File: config.mk
export PLATFORM = sky130hd
export DESIGN_NAME = jtg_tap
export DESIGN_NICKNAME = d
export VERILOG_FILES = /design/src/design/jtg_pkg.sv /design/src/design/jtg_edge_if.sv /design/src/design/jtg_pin_sync.sv /design/src/design/jtg_tap.sv
export SDC_FILE = /design/constraint.sdc
export NUM_CORES = 1
export LEC_CHECK = 0
export ABC_AREA = 1
export BUFFER_PORTS_ARGS = -buffer_cell sky130_fd_sc_hd__buf_2
export CAP_MARGIN = 40
export CORE_ASPECT_RATIO = 0.75
export CORE_MARGIN = 2
export CORE_UTILIZATION = 35
export DETAILED_ROUTE_END_ITERATION = 10
export GPL_TIMING_DRIVEN = 0
export SYNTH_ARGS = -nofsm -noshare
export SYNTH_HDL_FRONTEND = slang
export SYNTH_SLANG_ARGS = --single-unit
File: constraint.sdc
create_clock -name core_clk -period 1.9 [get_ports core_clk]
set_clock_uncertainty 0.15 [all_clocks]
set_input_delay 0.38 -clock core_clk [delete_from_list [all_inputs] [get_ports core_clk]]
set_output_delay 0.38 -clock core_clk [all_outputs]
set_load 0.01 [all_outputs]
File: src/design/jtg_pkg.sv
// Constants, cell layout and state codes of the boundary-scan test port
// Operation
// - Port has clock, select, data in/out, reset
// - Instruction register is exactly two bits
// - Instruction bits shift only in Shift-IR
// - Instruction picks data register and serial path
// - Two data registers: boundary and bypass
// - Code 00 drives pins from boundary register
// - Codes 01 and 10 mean sample/preload
// - Sample/preload leaves core and pins untouched
// - Code 11 bypasses, normal function continues
// - Test reset loads the bypass code
// - 144 cells, cell 144 shifts out first
// - Tristate cells enable outputs when high
// - All-zero chain makes every output float
// - Bidir: input, output, tristate; output: output, tristate
// - Input pins have one capture cell only
package jtg_pkg;

	// ****************************************
	// Sizes
	// ****************************************
	localparam int IR_WIDTH   = 2;
	localparam int BSR_CELLS  = 144;
	localparam int PIN_COUNT  = 61;

	// ****************************************
	// Instruction codes
	// ****************************************
	localparam logic [IR_WIDTH-1:0] IR_EXTEST   = 2'h0;
	localparam logic [IR_WIDTH-1:0] IR_SAMPLE_A = 2'h1;
	localparam logic [IR_WIDTH-1:0] IR_SAMPLE_B = 2'h2;
	localparam logic [IR_WIDTH-1:0] IR_BYPASS   = 2'h3;
	localparam logic [IR_WIDTH-1:0] IR_CAPTURE  = 2'h1;   // Fixed pattern seen in Capture-IR

	// Synchroniser reset levels {trstN, tdi, tms, tck}
	localparam logic [3:0] SYNC_RESET = 4'he;
	localparam int SYNC_TCK  = 0;
	localparam int SYNC_TMS  = 1;
	localparam int SYNC_TDI  = 2;
	localparam int SYNC_TRST = 3;

	// ****************************************
	// Pin kinds in chain order
	// ****************************************
	typedef enum logic [1:0] {
		PIN_BIDIR  = 2'b00,
		PIN_INPUT  = 2'b01,
		PIN_OUTPUT = 2'b10
	} jtg_pin_t;

	// Chain order from cell 1: 20 bidir, 10 inputs, 3 outputs, 8 bidir, 16 outputs, 4 bidir
	function automatic jtg_pin_t pinKind(input int p);
		if (p < 20) return PIN_BIDIR;
		else if (p < 30) return PIN_INPUT;
		else if (p < 33) return PIN_OUTPUT;
		else if (p < 41) return PIN_BIDIR;
		else if (p < 57) return PIN_OUTPUT;
		else return PIN_BIDIR;
	endfunction : pinKind

	function automatic int pinCells(input int p);
		return (pinKind(p) == PIN_BIDIR) ? 3 : (pinKind(p) == PIN_INPUT) ? 1 : 2;
	endfunction : pinCells

	// Zero-based index of the first cell of a pin
	function automatic int pinBase(input int p);
		int sum;
		sum = 0;
		for (int q = 0; q < p; q++) begin
			sum += pinCells(q);
		end
		return sum;
	endfunction : pinBase

	// ****************************************
	// Controller states
	// ****************************************
	typedef enum logic [3:0] {
		ST_RESET      = 4'b0000,
		ST_IDLE       = 4'b0001,
		ST_SEL_DR     = 4'b0010,
		ST_CAPTURE_DR = 4'b0011,
		ST_SHIFT_DR   = 4'b0100,
		ST_EXIT1_DR   = 4'b0101,
		ST_PAUSE_DR   = 4'b0110,
		ST_EXIT2_DR   = 4'b0111,
		ST_UPDATE_DR  = 4'b1000,
		ST_SEL_IR     = 4'b1001,
		ST_CAPTURE_IR = 4'b1010,
		ST_SHIFT_IR   = 4'b1011,
		ST_EXIT1_IR   = 4'b1100,
		ST_PAUSE_IR   = 4'b1101,
		ST_EXIT2_IR   = 4'b1110,
		ST_UPDATE_IR  = 4'b1111
	} jtg_state_t;

endpackage : jtg_pkg

File: src/design/jtg_edge_if.sv
// Synchronised test port levels and clock edges
`timescale 1ns/1ps
interface jtg_edge_if;
	logic tckRise;
	logic tckFall;
	logic tmsLevel;
	logic tdiLevel;
	logic trstN;

	modport src (output tckRise, output tckFall, output tmsLevel, output tdiLevel, output trstN);
	modport dst (input tckRise, input tckFall, input tmsLevel, input tdiLevel, input trstN);
endinterface : jtg_edge_if

File: src/design/jtg_pin_sync.sv
// Three-stage synchronisers and edge finder for the test port pins
`timescale 1ns/1ps
module jtg_pin_sync (
	input  wire logic core_clk,
	input  wire logic reset_n,
	input  wire logic tck,
	input  wire logic tms,
	input  wire logic tdi,
	input  wire logic trstN,
	jtg_edge_if.src   edges
);
	import jtg_pkg::*;

	logic [3:0] rawPins;
	logic [3:0] stage1;
	logic [3:0] stage2;
	logic [3:0] stage3;
	logic [3:0] stable;
	logic [3:0] agree;
	logic       tckRise;
	logic       tckFall;

	assign rawPins = {trstN, tdi, tms, tck};

	// Stage 1 feeds stage 2 only; a level counts once stages 2 and 3 agree
	genvar i;
	generate
		for (i = 0; i < 4; i++) begin : g_sync
			assign agree[i] = (stage2[i] == stage3[i]);
			always_ff @(posedge core_clk or negedge reset_n) begin
				if (!reset_n) begin
					stage1[i] <= SYNC_RESET[i];
					stage2[i] <= SYNC_RESET[i];
					stage3[i] <= SYNC_RESET[i];
					stable[i] <= SYNC_RESET[i];
				end else begin
					stage1[i] <= rawPins[i];
					stage2[i] <= stage1[i];
					stage3[i] <= stage2[i];
					stable[i] <= agree[i] ? stage3[i] : stable[i];
				end
			end
		end
	endgenerate

	// One-cycle edge pulses of the test clock
	always_ff @(posedge core_clk or negedge reset_n) begin
		if (!reset_n) begin
			tckRise <= 1'b0;
			tckFall <= 1'b0;
		end else begin
			tckRise <= agree[SYNC_TCK] && stage3[SYNC_TCK] && !stable[SYNC_TCK];
			tckFall <= agree[SYNC_TCK] && !stage3[SYNC_TCK] && stable[SYNC_TCK];
		end
	end

	assign edges.tckRise  = tckRise;
	assign edges.tckFall  = tckFall;
	assign edges.tmsLevel = stable[SYNC_TMS];
	assign edges.tdiLevel = stable[SYNC_TDI];
	assign edges.trstN    = stable[SYNC_TRST];

endmodule : jtg_pin_sync

File: src/design/jtg_tap.sv
// Boundary-scan test access port: controller, instruction, bypass and boundary chain
`timescale 1ns/1ps
module jtg_tap (
	input  wire logic                           core_clk,
	input  wire logic                           reset_n,
	input  wire logic                           tck,
	input  wire logic                           tms,
	input  wire logic                           tdi,
	input  wire logic                           trstN,
	output logic                                tdo,
	output logic                                tdoOe,
	output logic                                testMode,
	input  wire logic [jtg_pkg::PIN_COUNT-1:0]  coreOut,
	input  wire logic [jtg_pkg::PIN_COUNT-1:0]  coreOe,
	input  wire logic [jtg_pkg::PIN_COUNT-1:0]  padIn,
	output logic      [jtg_pkg::PIN_COUNT-1:0]  padOut,
	output logic      [jtg_pkg::PIN_COUNT-1:0]  padOe
);
	import jtg_pkg::*;

	jtg_edge_if edges ();

	jtg_state_t              state;
	jtg_state_t              next_state;
	logic [IR_WIDTH-1:0]     irShift;
	logic [IR_WIDTH-1:0]     instr;
	logic                    bypass;
	logic [BSR_CELLS-1:0]    chain;
	logic [BSR_CELLS-1:0]    updReg;
	logic [BSR_CELLS-1:0]    captureVec;
	logic [PIN_COUNT-1:0]    padMeta;
	logic [PIN_COUNT-1:0]    padMid;
	logic [PIN_COUNT-1:0]    padSync;
	logic [PIN_COUNT-1:0]    padHeld;
	logic [PIN_COUNT-1:0]    extOut;
	logic [PIN_COUNT-1:0]    extOe;
	logic [PIN_COUNT-1:0]    normOut;
	logic [PIN_COUNT-1:0]    normOe;
	logic [PIN_COUNT-1:0]    next_padOut;
	logic [PIN_COUNT-1:0]    next_padOe;

	// ****************************************
	// Pin synchroniser
	// ****************************************
	jtg_pin_sync u_sync (
		.core_clk (core_clk),
		.reset_n  (reset_n),
		.tck      (tck),
		.tms      (tms),
		.tdi      (tdi),
		.trstN    (trstN),
		.edges    (edges.src)
	);

	// ****************************************
	// Controller
	// ****************************************

	always_comb begin
		next_state = state;
		unique case (state)
			ST_RESET:      next_state = edges.tmsLevel ? ST_RESET : ST_IDLE;
			ST_IDLE:       next_state = edges.tmsLevel ? ST_SEL_DR : ST_IDLE;
			ST_SEL_DR:     next_state = edges.tmsLevel ? ST_SEL_IR : ST_CAPTURE_DR;
			ST_CAPTURE_DR: next_state = edges.tmsLevel ? ST_EXIT1_DR : ST_SHIFT_DR;
			ST_SHIFT_DR:   next_state = edges.tmsLevel ? ST_EXIT1_DR : ST_SHIFT_DR;
			ST_EXIT1_DR:   next_state = edges.tmsLevel ? ST_UPDATE_DR : ST_PAUSE_DR;
			ST_PAUSE_DR:   next_state = edges.tmsLevel ? ST_EXIT2_DR : ST_PAUSE_DR;
			ST_EXIT2_DR:   next_state = edges.tmsLevel ? ST_UPDATE_DR : ST_SHIFT_DR;
			ST_UPDATE_DR:  next_state = edges.tmsLevel ? ST_SEL_DR : ST_IDLE;
			ST_SEL_IR:     next_state = edges.tmsLevel ? ST_RESET : ST_CAPTURE_IR;
			ST_CAPTURE_IR: next_state = edges.tmsLevel ? ST_EXIT1_IR : ST_SHIFT_IR;
			ST_SHIFT_IR:   next_state = edges.tmsLevel ? ST_EXIT1_IR : ST_SHIFT_IR;
			ST_EXIT1_IR:   next_state = edges.tmsLevel ? ST_UPDATE_IR : ST_PAUSE_IR;
			ST_PAUSE_IR:   next_state = edges.tmsLevel ? ST_EXIT2_IR : ST_PAUSE_IR;
			ST_EXIT2_IR:   next_state = edges.tmsLevel ? ST_UPDATE_IR : ST_SHIFT_IR;
			ST_UPDATE_IR:  next_state = edges.tmsLevel ? ST_SEL_DR : ST_IDLE;
		endcase
	end

	// reset by pin, step on rise
	always_ff @(posedge core_clk or negedge reset_n) begin
		if (!reset_n) begin
			state <= ST_RESET;
		end else if (!edges.trstN) begin
			state <= ST_RESET;
		end else if (edges.tckRise) begin
			state <= next_state;
		end
	end

	// Decoded controller steps, each a one-cycle strobe on a test clock rise
	wire stepCaptureIr = edges.tckRise && (state == ST_CAPTURE_IR);
	wire stepShiftIr   = edges.tckRise && (state == ST_SHIFT_IR);
	wire stepUpdateIr  = edges.tckRise && (state == ST_UPDATE_IR);
	wire stepCaptureDr = edges.tckRise && (state == ST_CAPTURE_DR);
	wire stepShiftDr   = edges.tckRise && (state == ST_SHIFT_DR);
	wire stepUpdateDr  = edges.tckRise && (state == ST_UPDATE_DR);

	// ****************************************
	// Instruction register
	// ****************************************

	wire selBsr   = (instr != IR_BYPASS);
	// only code 00 takes the pins
	wire extestOn = (instr == IR_EXTEST);

	always_ff @(posedge core_clk or negedge reset_n) begin
		if (!reset_n) begin
			irShift <= IR_BYPASS;
		end else if (stepCaptureIr) begin
			irShift <= IR_CAPTURE;
		end else if (stepShiftIr) begin
			irShift <= {edges.tdiLevel, irShift[IR_WIDTH-1:1]};
		end
	end

	always_ff @(posedge core_clk or negedge reset_n) begin
		if (!reset_n) begin
			instr <= IR_BYPASS;
		end else if (state == ST_RESET) begin
			instr <= IR_BYPASS;
		end else if (stepUpdateIr) begin
			instr <= irShift;   // two bits taken whole
		end
	end

	// ****************************************
	// Bypass register
	// ****************************************

	always_ff @(posedge core_clk or negedge reset_n) begin
		if (!reset_n) begin
			bypass <= 1'b0;
		end else if (stepCaptureDr && !selBsr) begin
			bypass <= 1'b0;
		end else if (stepShiftDr && !selBsr) begin
			bypass <= edges.tdiLevel;
		end
	end

	// ****************************************
	// Boundary chain
	// ****************************************

	// Pin inputs cross into the core clock; a level counts once stages 2 and 3 agree
	always_ff @(posedge core_clk or negedge reset_n) begin
		if (!reset_n) begin
			padMeta <= '0;
			padMid  <= '0;
			padSync <= '0;
			padHeld <= '0;
		end else begin
			padMeta <= padIn;
			padMid  <= padMeta;
			padSync <= padMid;
			padHeld <= (padMid & padSync) | (padHeld & (padMid | padSync));
		end
	end

	// Per-pin cell wiring; input pins have no drive side
	genvar p;
	generate
		for (p = 0; p < PIN_COUNT; p++) begin : g_pin
			localparam int BASE = pinBase(p);
			if (pinKind(p) == PIN_INPUT) begin : g_in
				assign captureVec[BASE] = padHeld[p];
				assign extOut[p]  = 1'b0;
				assign extOe[p]   = 1'b0;
				assign normOut[p] = 1'b0;
				assign normOe[p]  = 1'b0;
			end else if (pinKind(p) == PIN_OUTPUT) begin : g_out
				assign captureVec[BASE]   = coreOut[p];
				assign captureVec[BASE+1] = coreOe[p];
				assign extOut[p]  = updReg[BASE];
				assign extOe[p]   = updReg[BASE+1];
				assign normOut[p] = coreOut[p];
				assign normOe[p]  = coreOe[p];
			end else begin : g_bidir
				assign captureVec[BASE]   = padHeld[p];
				assign captureVec[BASE+1] = coreOut[p];
				assign captureVec[BASE+2] = coreOe[p];
				assign extOut[p]  = updReg[BASE+1];
				assign extOe[p]   = updReg[BASE+2];
				assign normOut[p] = coreOut[p];
				assign normOe[p]  = coreOe[p];
			end
		end
	endgenerate

	// cell 1 takes data in, cell 144 leaves first
	always_ff @(posedge core_clk or negedge reset_n) begin
		if (!reset_n) begin
			chain <= '0;
		end else if (stepCaptureDr && selBsr) begin
			chain <= captureVec;
		end else if (stepShiftDr && selBsr) begin
			chain <= {chain[BSR_CELLS-2:0], edges.tdiLevel};
		end
	end

	always_ff @(posedge core_clk or negedge reset_n) begin
		if (!reset_n) begin
			updReg <= '0;
		end else if (stepUpdateDr && selBsr) begin
			updReg <= chain;
		end
	end

	// ****************************************
	// Pin drive
	// ****************************************

	// test drives pins; zero enables float; else core passes
	assign next_padOut = extestOn ? extOut : normOut;
	assign next_padOe  = extestOn ? extOe  : normOe;

	// Registered drive costs one core cycle but keeps pins glitch-free
	always_ff @(posedge core_clk or negedge reset_n) begin
		if (!reset_n) begin
			padOut   <= '0;
			padOe    <= '0;
			testMode <= 1'b0;
		end else begin
			padOut   <= next_padOut;
			padOe    <= next_padOe;
			testMode <= extestOn;
		end
	end

	// ****************************************
	// Test data output
	// ****************************************

	wire serialOut = (state == ST_SHIFT_IR) ? irShift[0] : (selBsr ? chain[BSR_CELLS-1] : bypass);
	wire shifting  = (state == ST_SHIFT_IR) || (state == ST_SHIFT_DR);

	always_ff @(posedge core_clk or negedge reset_n) begin
		if (!reset_n) begin
			tdo   <= 1'b0;
			tdoOe <= 1'b0;
		end else if (edges.tckFall) begin
			tdo   <= shifting ? serialOut : 1'b0;
			tdoOe <= shifting;
		end
	end

	// ****************************************
	// Checks
	// ****************************************
	tap_reset_a : assert property (
		@(posedge core_clk) disable iff (!reset_n)
		!edges.trstN |=> state == ST_RESET)
		else $error("Controller left reset while test reset low");

	ir_bypass_a : assert property (
		@(posedge core_clk) disable iff (!reset_n)
		state == ST_RESET |=> instr == IR_BYPASS)
		else $error("Bypass code not loaded in reset state");

	ir_hold_a : assert property (
		@(posedge core_clk) disable iff (!reset_n)
		!(stepShiftIr || stepCaptureIr) |=> irShift == $past(irShift))
		else $error("Instruction shifter moved outside Shift-IR");

	sample_decode_a : assert property (
		@(posedge core_clk) disable iff (!reset_n)
		(instr == IR_SAMPLE_A || instr == IR_SAMPLE_B) |-> selBsr && !extestOn)
		else $error("Sample code decoded wrongly");

	bypass_path_a : assert property (
		@(posedge core_clk) disable iff (!reset_n)
		stepShiftDr && !selBsr |=> bypass == $past(edges.tdiLevel) && chain == $past(chain))
		else $error("Bypass stage did not take data in");

	core_pass_a : assert property (
		@(posedge core_clk) disable iff (!reset_n)
		!extestOn |=> padOut == $past(normOut) && padOe == $past(normOe))
		else $error("Scan logic disturbed normal pin drive");

	extest_pins_a : assert property (
		@(posedge core_clk) disable iff (!reset_n)
		extestOn |=> padOut == $past(extOut) && testMode)
		else $error("Pins not driven from boundary latch");

	zero_float_a : assert property (
		@(posedge core_clk) disable iff (!reset_n)
		extestOn && updReg == '0 |=> padOe == '0)
		else $error("All-zero latch left a pin driven");

	tdo_first_a : assert property (
		@(posedge core_clk) disable iff (!reset_n)
		edges.tckFall && state == ST_SHIFT_DR && selBsr |=> tdo == $past(chain[BSR_CELLS-1]) && tdoOe)
		else $error("Last chain cell not on test output");

	tdo_fall_a : assert property (
		@(posedge core_clk) disable iff (!reset_n)
		!edges.tckFall |=> $stable(tdo) && $stable(tdoOe))
		else $error("Test output changed away from falling edge");

endmodule : jtg_tap

==> impl_results.md, run 1 <==
- Leakage: 0.0130 uW
- Layout cells sized above 1: 0.263
- Count of final setup violators: 0
- Top-area cell type share of the netlist area: 0.650
- Die Y-Extent: 213 um
- Nets: 2595
- R2R depth: 9
- Req. time, crit path: 2.23 ns
- Die Width: around 280 um
- Cell Pwr Density: 896 nW/um2
- Reg clk slew, reported paths: 0.06 ns
- Hold_buf cts: 145
- Routability cong.: around 0.86
- Max-Cap Viols: 0
- Antenna Nets Post-Route: 0
- Drt wl/cell: about 18 um
- Die Footprint: 60200 um2
- First drt pass iteration count: 7
- Post-route cell area: ~28000 um2
- Register-to-Register Setup Slack: 0.002 ns
- Worst hold path type: in2async
- Largest net degree at the start of global routing: 127
- Final hold viol count: 128
- Final worst-path cycle share: 0.999
- I/O Buffers: 254
- Total CTS buffers: 53
- Sw Pwr: roughly 5500 uW
- H-tree Lvls: 2
- Failing checks: hold timing
- DRT iter0 DRCs: 1281
- Placed insts: 2949
- Asr flop ratio synth: 1.00
- Antenna violations before repair: 2
- Placed Area: 22900 um2
- CTS tree: done
- Critical Path Fanout Max: 7
- Crit Path Category: reg2reg
- Core outline area: about 58000 um2
- Clock power share: 0.453
- Rows: 76
- Clk root buf: clkbuf_16
- First-pass GRT wire length: about 90 mm
- Clk buf depth: 3
- HPWL Detailed: approximately 38 mm
- Max Freq: 527 MHz
- I/O pins: 314
- Vias per inst: ~4.7
- Post-synth cell types: 28
- Max VDD drop: 660 uV
- Slew @ Worst Pin: 0.619 ns
- Drt drc: 0
- RSZ-0062 raised after global routing: yes
- Sw frac: 0.221
- Part of the power in registers: 0.495
- Cell taking the most area after synthesis: dfrtp_1
- Vias in the first global route: about 16000
- Synth Warn #: 0
- Final min period: 1.90 ns
- Post-layout util: 0.478
- Post-synthesis cell area: 20400 um2
- Flop and latch count out of synthesis: 546
- Synth area leaders: dfrtp_1, nand2_1, o21ai_0
- Area growth from synthesis to layout: 34.8%
- Logic pwr share: 0.052
- Data arrival, critical path: 2.22 ns
- Hold slack: -0.578 ns
- Critical R2R Launch: state[2]$_DFFE_PN0P_
- Startpoint Class: register
- Status: complete, but fails checks
- Crit. End Element: register
- Count of flip-flops with a built-in enable after synthesis: 0
- Register area share after synthesis: 0.671
- Initial core utilization: 0.354
- Max-slew headroom: 0.587
- Vias: 15300
- Fin cells: 3229
- R2R Path End: chain[121]$_DFFE_PN0P_
- Global Route Usage Sum: 0.194
- Internal: 19200 uW
- Setup crit start: state[2]$_DFFE_PN0P_
- Dominant synthesized flop cell: dfrtp_1
- Final Max Slew Viols: 0
- Most common library cells after synthesis: dfrtp_1, nand2_1, o21ai_0, inv_1, nor2_1
- Clk sinks: 546
- Count leader, synth: dfrtp_1
- Total Wirelength: 58.0 mm
- GR Overflow Total: 0
- Skew-Pair Late Insertion Delay: 0.60 ns
- Synthesized area per cell: 10.8 um2
- Syn Inst Count: 1890
-- per-layer routing --
layer  share of wire  GRT usage  wire, um  vias up
met5         0.00028          0        16        -
li1                -          -         -     7126
met3           0.056     0.0327      3250       82
met4           0.018     0.0456      1040        2
met1            0.48      0.288     27800     7641
met2            0.45      0.296     25900      478
-- flip-flops by register name, indices dropped and copies added (netlist names), 42 cells and up --
name and cells:
padMid 42, padSync 42, padOe 51, padMeta 42, updReg 102, chain 144
padOut 51, padHeld 42
-- stage by stage --
stage           TNS, ns  worst slack (ns)  power [uW]
4_1_cts        -0.00975          -0.00472       24900
2_1_floorplan         0             0.135       12700
5_1_grt           -1.58           -0.0604       25600
6_report              0           0.00207       24700
3_3_place_gp   -5972.31            -10.72       13400
3_5_place_dp    -244.28            -0.984       13400
-- area by class of cell --
class,count,area [um2]
sequential,546,13700
buffer,120,1160
fill,5209,30000
clock inverter,25,299
antenna,1,2.50
tap,780,976
inverter,154,591
timing repair buffer,441,3410
clock buffer,74,1560
multi-input combinational,1088,5820
-- power by group through the flow --
stage / Combinational, uW / Sequential (uW) / Clock (uW)
2_1_floorplan: 283 / 12400 / 0
3_3_place_gp: 974 / 12400 / 0
3_5_place_dp: 1020 / 12400 / 0
4_1_cts: 1280 / 12200 / 11500
5_1_grt: 1430 / 12200 / 12000
6_report: 1290 / 12200 / 11200
-- worst max path at each step --
stage                             end  cells past startpoint  slack, ns
6_report       chain[121]$_DFFE_PN0P_                      9      0.002
5_1_grt         chain[87]$_DFFE_PN0P_                      8      -0.06
4_1_cts        chain[129]$_DFFE_PN0P_                     10     -0.005
3_5_place_dp     padOut[39]$_DFF_PN0_                      5      -0.98
3_3_place_gp     padOut[30]$_DFF_PN0_                      1     -10.72
2_1_floorplan  chain[100]$_DFFE_PN0P_                     10       0.13
-- logic make-up after synthesis --
| group | share of synthesized area |
|---|---|
| AOI/OAI and AO/OA | 0.0931 |
| adders and majority gates | 0.0233 |
| buffers and inverters | 0.0602 |
| DFF | 0.671 |
| muxes | 0.0381 |
| other | 0.000184 |
| and+or+nand+nor | 0.114 |
-- critical path, cell delays in order, from the launching register on --
cell and delay [ns]:
dfrtp_2 0.49, nor2_4 0.17, nand2_4 0.09, nand2_4 0.10, nand2_8 0.09, inv_8 0.10, buf_12 0.15, buf_16 0.16
clkbuf_16 0.15, o22ai_1 0.08
-- layout by cell type (no fill, tap or decap), drive strengths merged, types with 69 or more instances in the layout --
| cell | Yosys | routed |
|---|---|---|
| mux2 | 69 | 69 |
| buf | 69 | 376 |
| o21ai | 219 | 219 |
| o22ai | 70 | 70 |
| inv | 154 | 157 |
| nor2 | 104 | 104 |
| dfrtp | 530 | 530 |
| clkbuf | 52 | 112 |
| dlygate4sd3 | 0 | 145 |
| nand2 | 498 | 498 |
-- timing repair --
action                     CTS  global route
pin swaps                    9             7
setup buffers               14            11
cloned                       5             6
setup endpoints to repair  434           317
hold endpoints to repair   334           128
resized for setup          183           133
No activity file was read; power rests on OpenSTA's default activity.
==> run 2: changes to the inputs <==
- CORE_ASPECT_RATIO: 0.75 -> 0.6
==> impl_results.md, run 2 (synthesis results as in run 1) <==
- I/O Buffers: 254 (unchanged)
- Slowest CP cell: dfstp_2 (was dfrtp_2)
- Max-Cap Viols: 0 (unchanged)
- First-pass GRT wire length: 89.0 mm (was 89.6 mm)
- Final min period: 1.94 ns (was 1.90 ns)
- Placed insts: 2939 (was 2949)
- Leakage: 0.0129 uW (was 0.0130 uW)
- Antenna Nets Post-Route: 0 (unchanged)
- Vias: 15400 (was 15300)
- Max Freq: 515 MHz (was 527 MHz)
- Setup crit start: instr[1]$_DFFE_PN1P_ (was state[2]$_DFFE_PN0P_)
- Core outline area: 57500 um2 (about the same)
- Crit Path Category: reg2reg (unchanged)
- DRT iter0 DRCs: 1141 (was 1281)
- Most frequent cells in the layout: dfrtp_1, nand2_1, buf_2 (unchanged)
- Vias per inst: 4.79 (was 4.75)
- Clk sinks: 546 (unchanged)
- Vias in the first global route: 15500 (was 15600)
- Die Y-Extent: 191 um (was 213 um)
- H-tree Lvls: 2 (unchanged)
- Die Width: 316 um (was 283 um)
- Critical R2R Launch: instr[1]$_DFFE_PN1P_ (was state[2]$_DFFE_PN0P_)
- Most common cell after layout, fill and taps aside: dfrtp_1 (unchanged)
- Layout cells sized above 1: 0.268 (was 0.263)
- Reg clk slew, reported paths: 0.07 ns (was 0.06 ns)
- First drt pass iteration count: 7 (unchanged)
- Top flop regs: chain (144), updReg (102) (unchanged)
- Crit-path cells: nand2_2, inv_2, nor2_4, buf_12, nand2_8, inv_8, buf_12, buf_12, buf_12, o22ai_1 (was nor2_4, nand2_4, nand2_4, nand2_8, inv_8, buf_12, buf_16, clkbuf_16, o22ai_1)
- Global Route Usage Sum: 0.192 (was 0.194)
- HPWL Detailed: 38.6 mm (was 38.1 mm)
- CP max stage delay: 0.58 ns (was 0.49 ns)
- Failing checks: hold timing, setup timing (was hold timing)
- Total Power: 24600 uW (was 24700 uW)
- Max VDD drop: 536 uV (was 660 uV)
- CTS tree: done (unchanged)
- Hold slack: -0.370 ns (was -0.578 ns)
- Rows: 68 (was 76)
- Drt wl/cell: 18.1 um (was 18.0 um)
- Data arrival, critical path: 2.31 ns (was 2.22 ns)
- Nets: 2586 (was 2595)
- Max-slew headroom: 0.535 (was 0.587)
- Drt drc: 0 (unchanged)
- Count of final setup violators: 41 (was 0)
- Antenna violations before repair: 2 (unchanged)
- Cell Pwr Density: 899 nW/um2 (was 896 nW/um2)
- Final Max Slew Viols: 0 (unchanged)
- Hold_buf cts: 136 (was 145)
- Req. time, crit path: 2.27 ns (was 2.23 ns)
- Final setup margin: -0.0418 ns (was 0.00207 ns)
- Die Footprint: 60300 um2 (was 60200 um2)
- RSZ-0062 raised after global routing: yes (unchanged)
- Register-to-Register Setup Slack: -0.04 ns (was 0.002 ns)
- Skew-Pair Late Insertion Delay: 0.60 ns (about the same)
- Routability cong.: 0.843 (was 0.858)
- Worst hold path type: in2async (unchanged)
- Status: complete, but fails checks (unchanged)
- Largest net degree at the start of global routing: 127 (unchanged)
- I/O pins: 314 (unchanged)
- Critical Path Fanout Max: 10 (was 7)
- Clk root buf: clkbuf_16 (unchanged)
- Top reg by flops: chain (unchanged)
- Clk buf depth: 3 (unchanged)
- Startpoint Class: register (unchanged)
- Crit. End Element: register (unchanged)
- Fin cells: 3205 (was 3229)
- Slew @ Worst Pin: 0.697 ns (was 0.619 ns)
- Top delay family on crit path: buffers and inverters (unchanged)
- Total Wirelength: 57.9 mm (was 58.0 mm)
- Number of flip-flops in the largest register: 144 (unchanged)
- CP bufs+invs: 6 (was 4)
- Final worst-path cycle share: 1.02 (was 0.999)
- Initial core utilization: 0.355 (was 0.354)
- Top cell by count, worst path: buf_12 (was nand2_4)
- Pre-CTS setup slack: -0.845 ns (was -0.984 ns)
- Total CTS buffers: 52 (was 53)
- Final hold viol count: 84 (was 128)
- Area growth from synthesis to layout: 34.2% (was 34.8%)
- GR Overflow Total: 0 (unchanged)
## run 2: cell count changes in the layout (fill, tap and decap cells not counted), moves of 6 or more
cell,change
o21ai_0,-62
o21ai_1,+60
o22ai_1,-18
o22ai_2,+18
clkbuf_4,+10
dlygate4sd3_1,-9
clkbuf_2,-8
clkbuf_16,-6
## run 2: through the flow
stage | instance area [um2] | setup TNS (ns) | utilization
floorplan | 20500 | 0 | -
global placement | 22700 | -5926.08 | 0.395
detailed placement | 22800 | -225.12 | 0.397
CTS | 26800 | -0.251 | 0.466
global route | 27400 | -6.16 | 0.476
finish | 27400 | -0.951 | 0.476
## run 2: layout make-up
type / count / area [um2]
Inverter: 154 / 591
Timing Repair Buffer: 432 / 3160
Multi-Input combinational cell: 1088 / 5930
Clock inverter: 28 / 395
Tap cell: 770 / 963
Antenna cell: 1 / 2.50
Buffer: 121 / 1220
Fill cell: 5217 / 30100
Clock buffer: 65 / 1430
Sequential cell: 546 / 13700
## run 2: report_power, final
| part | internal, uW | leakage [uW] | switching (uW) | total, uW |
|---|---|---|---|---|
| registers | 12000 | 0.00640 | 186 | 12200 |
| logic | 593 | 0.00559 | 648 | 1240 |
| clock network | 6570 | 0.000895 | 4610 | 11200 |
| total | 19200 | 0.0129 | 5440 | 24600 |
## run 2: repair_timing
action,4_1_cts,5_1_grt
endpoints found under the setup margin,349,262
cloned,2,3
resized for setup,183,223
pin swaps,6,19
buffers inserted,21,10
endpoints found under the hold margin,290,84
## run 2: worst paths after layout
check | end | cells after the start
max | chain[103]$_DFFE_PN0P_ | 10
min | padSync[29]$_DFF_PN0_ | 1
max reg2reg | chain[103]$_DFFE_PN0P_ | 10
min reg2reg | padMid[0]$_DFF_PN0_ | 0
max in group asynchronous | padMid[33]$_DFF_PN0_ | 3
min in group core_clk | padOut[13]$_DFF_PN0_ | 3
## run 2: metal layers
layer  vias to the layer above  global-route usage  wire [um]
met5                         -                   0         13
met4                         2              0.0470        974
met3                        92              0.0361       3490
met2                       471               0.291      26000
met1                      7690               0.285      27500
li1                       7099                   -          -
## run 2: worst reg2reg max path, stage by stage, from the launching register on
cell and delay, ns:
dfstp_2 0.58, nand2_2 0.08, inv_2 0.08, nor2_4 0.07, buf_12 0.13, nand2_8 0.10, inv_8 0.06, buf_12 0.15
buf_12 0.16, buf_12 0.15, o22ai_1 0.16
==> run 3: changes to the inputs <==
- CORE_ASPECT_RATIO: 0.6 -> 0.5
- clock period: 1.9 -> 1.7 ns (I/O delays scaled with it)
==> impl_results.md, run 3 (synthesis results as in run 1) <==
- Status: complete, but fails checks (unchanged)
- Failing checks: hold timing, setup timing (unchanged)
- Leakage: 0.0138 uW (was 0.0129 uW)
- Top flop regs: chain (144), updReg (102) (unchanged)
- Vias in the first global route: 15800 (was 15500)
- Layout cells sized above 1: 0.353 (was 0.268)
- Count of final setup violators: 226 (was 41)
- Sequential cell area: 13700 um2 (unchanged)
- Skew-Pair Late Insertion Delay: 0.58 ns (was 0.60 ns)
- Max VDD drop: 671 uV (was 536 uV)
- Cell Pwr Density: 928 nW/um2 (was 899 nW/um2)
- Total Wirelength: 59.0 mm (was 57.9 mm)
- First-pass GRT wire length: 90.0 mm (was 89.0 mm)
- Req. time, crit path: 2.05 ns (was 2.27 ns)
- Total Power: 27300 uW (was 24600 uW)
- Hold_buf cts: 148 (was 136)
- Data arrival, critical path: 2.23 ns (was 2.31 ns)
- Hold slack: -0.332 ns (was -0.370 ns)
- Largest net degree at the start of global routing: 121 (was 127)
- Vias per inst: 4.76 (was 4.79)
- Die Y-Extent: 175 um (was 191 um)
- RSZ-0062 raised after global routing: yes (unchanged)
- Slowest CP cell: dfrtp_2 (was dfstp_2)
- Crit Path Category: reg2reg (unchanged)
- Number of flip-flops in the largest register: 144 (unchanged)
- Worst hold path type: in2async (unchanged)
- Total Neg Setup Slack: -16.19 ns (was -0.951 ns)
- Max-slew headroom: 0.572 (was 0.535)
- I/O pins: 314 (unchanged)
- Multi-input gate area: 6710 um2 (was 5930 um2)
- Pre-CTS setup slack: -0.815 ns (was -0.845 ns)
- Clk sinks: 546 (unchanged)
- Area growth from synthesis to layout: 44.2% (was 34.2%)
- I/O Buffers: 254 (unchanged)
- Slew @ Worst Pin: 0.643 ns (was 0.697 ns)
- GR Overflow Total: 0 (unchanged)
- Crit. End Element: register (unchanged)
- Top cell by count, worst path: buf_12 (unchanged)
- First drt pass iteration count: 5 (was 7)
- Routability cong.: 0.834 (was 0.843)
- Vias: 15500 (was 15400)
- Final hold viol count: 106 (was 84)
- H-tree Lvls: 2 (unchanged)
- Rows: 62 (was 68)
- Startpoint Class: register (unchanged)
- Top reg by flops: chain (unchanged)
- Fillcell total: 4911 (was 5217)
- HPWL Detailed: 36.2 mm (was 38.6 mm)
- Clk buf depth: 3 (unchanged)
- Final Max Slew Viols: 0 (unchanged)
- Final setup margin: -0.180 ns (was -0.0418 ns)
- Most common cell after layout, fill and taps aside: dfrtp_1 (unchanged)
- Clk root buf: clkbuf_16 (unchanged)
- CP max stage delay: 0.47 ns (was 0.58 ns)
- Final worst-path cycle share: 1.11 (was 1.02)
- DRT iter0 DRCs: 1267 (was 1141)
- Global Route Usage Sum: 0.190 (was 0.192)
- Nets: 2632 (was 2586)
- Antenna Nets Post-Route: 0 (unchanged)
- Total CTS buffers: 51 (was 52)
- Reg clk slew, reported paths: 0.07 ns (about the same)
- Drt drc: 0 (unchanged)
- Die Footprint: 60300 um2 (about the same)
- Critical Path Fanout Max: 5 (was 10)
- Initial core utilization: 0.355 (about the same)
- Crit-path cells: inv_2, buf_6, nor2_4, nand3_4, buf_12, buf_16, buf_12, clkbuf_16, o21ai_2 (was nand2_2, inv_2, nor2_4, buf_12, nand2_8, inv_8, buf_12, buf_12, buf_12, o22ai_1)
- Max-Cap Viols: 0 (unchanged)
- Die Width: 345 um (was 316 um)
- CTS tree: done (unchanged)
- Core outline area: 57500 um2 (about the same)
- Most frequent cells in the layout: dfrtp_1, nand2_1, buf_2 (unchanged)
- Final min period: 1.88 ns (was 1.94 ns)
- Max Freq: 532 MHz (was 515 MHz)
- Drt wl/cell: 18.2 um (was 18.1 um)
- Antenna violations before repair: 1 (was 2)
## run 3: cell count changes in the layout (fill, tap and decap cells not counted), moves of 14 or more
cell       before  now
nand2_2         6   71
o21ai_2         5   66
clkbuf_16      56   73
nand2_1       488  374
nand2_4         1   51
buf_8          13   30
clkbuf_4       16    2
o21ai_1       106   79
o21ai_0       108   72
## run 3: layer usage
layer / track usage / routed length, um / vias to the layer above
met5: 0 / 0 / -
met4: 0.0676 / 2110 / 0
met3: 0.0315 / 2760 / 128
met2: 0.329 / 29700 / 372
met1: 0.243 / 24500 / 7744
li1: - / - / 7218
## run 3: power by group
group	switching [uW]	internal, uW
registers	219	13400
logic	727	705
clock network	5110	7120
total	6060	21200
## run 3: area by class of cell
cell class,instances,share of cell area
multi-input combinational,1088,0.228
buffer,114,0.0515
sequential,546,0.465
timing repair buffer,486,0.141
inverter,154,0.0202
clock buffer,64,0.0478
clock inverter,30,0.0132
antenna,1,0.0000851
tap,768,0.0327
## run 3: worst paths after layout
| kind | end | cells past startpoint | slack [ns] | start |
|---|---|---|---|---|
| worst max-delay path | updReg[140]$_DFFE_PN0P_ | 9 | -0.18 | state[3]$_DFFE_PN0P_ |
| worst min-delay path | padOe[7]$_DFF_PN0_ | 2 | -0.33 | reset_n |
| worst max register to register | updReg[140]$_DFFE_PN0P_ | 9 | -0.18 | state[3]$_DFFE_PN0P_ |
| worst min register to register | padMid[35]$_DFF_PN0_ | 0 | 0.19 | padMeta[35]$_DFF_PN0_ |
| max in group asynchronous | chain[103]$_DFFE_PN0P_ | 4 | 0.31 | reset_n |
| min in group core_clk | padMid[35]$_DFF_PN0_ | 0 | 0.19 | padMeta[35]$_DFF_PN0_ |
## run 3: stage by stage
step                cell area [um2]   util  cells
global route                  29400  0.512   3250
finish                        29400  0.512   3251
floorplan                     20500      -   1909
detailed placement            22900  0.398   2938
global placement              22700  0.395   2931
CTS                           28200  0.491   3244
## run 3: worst max-delay path, delay by kind of cell, from the launching register on
| family | cells | cell delay (ns) |
|---|---|---|
| and+or+nand+nor | 2 | 0.23 |
| AOI/OAI and AO/OA | 1 | 0.11 |
| buffers and inverters | 6 | 0.82 |
| DFF | 1 | 0.47 |
## run 3: what timing repair did
item                                    in CTS  in global routing
hold endpoints to repair                   324                106
endpoints found under the setup margin     349                313
cloned                                      23                 10
gates resized for setup                    383                389
pin swaps                                   25                 52
buffers inserted                            43                  7
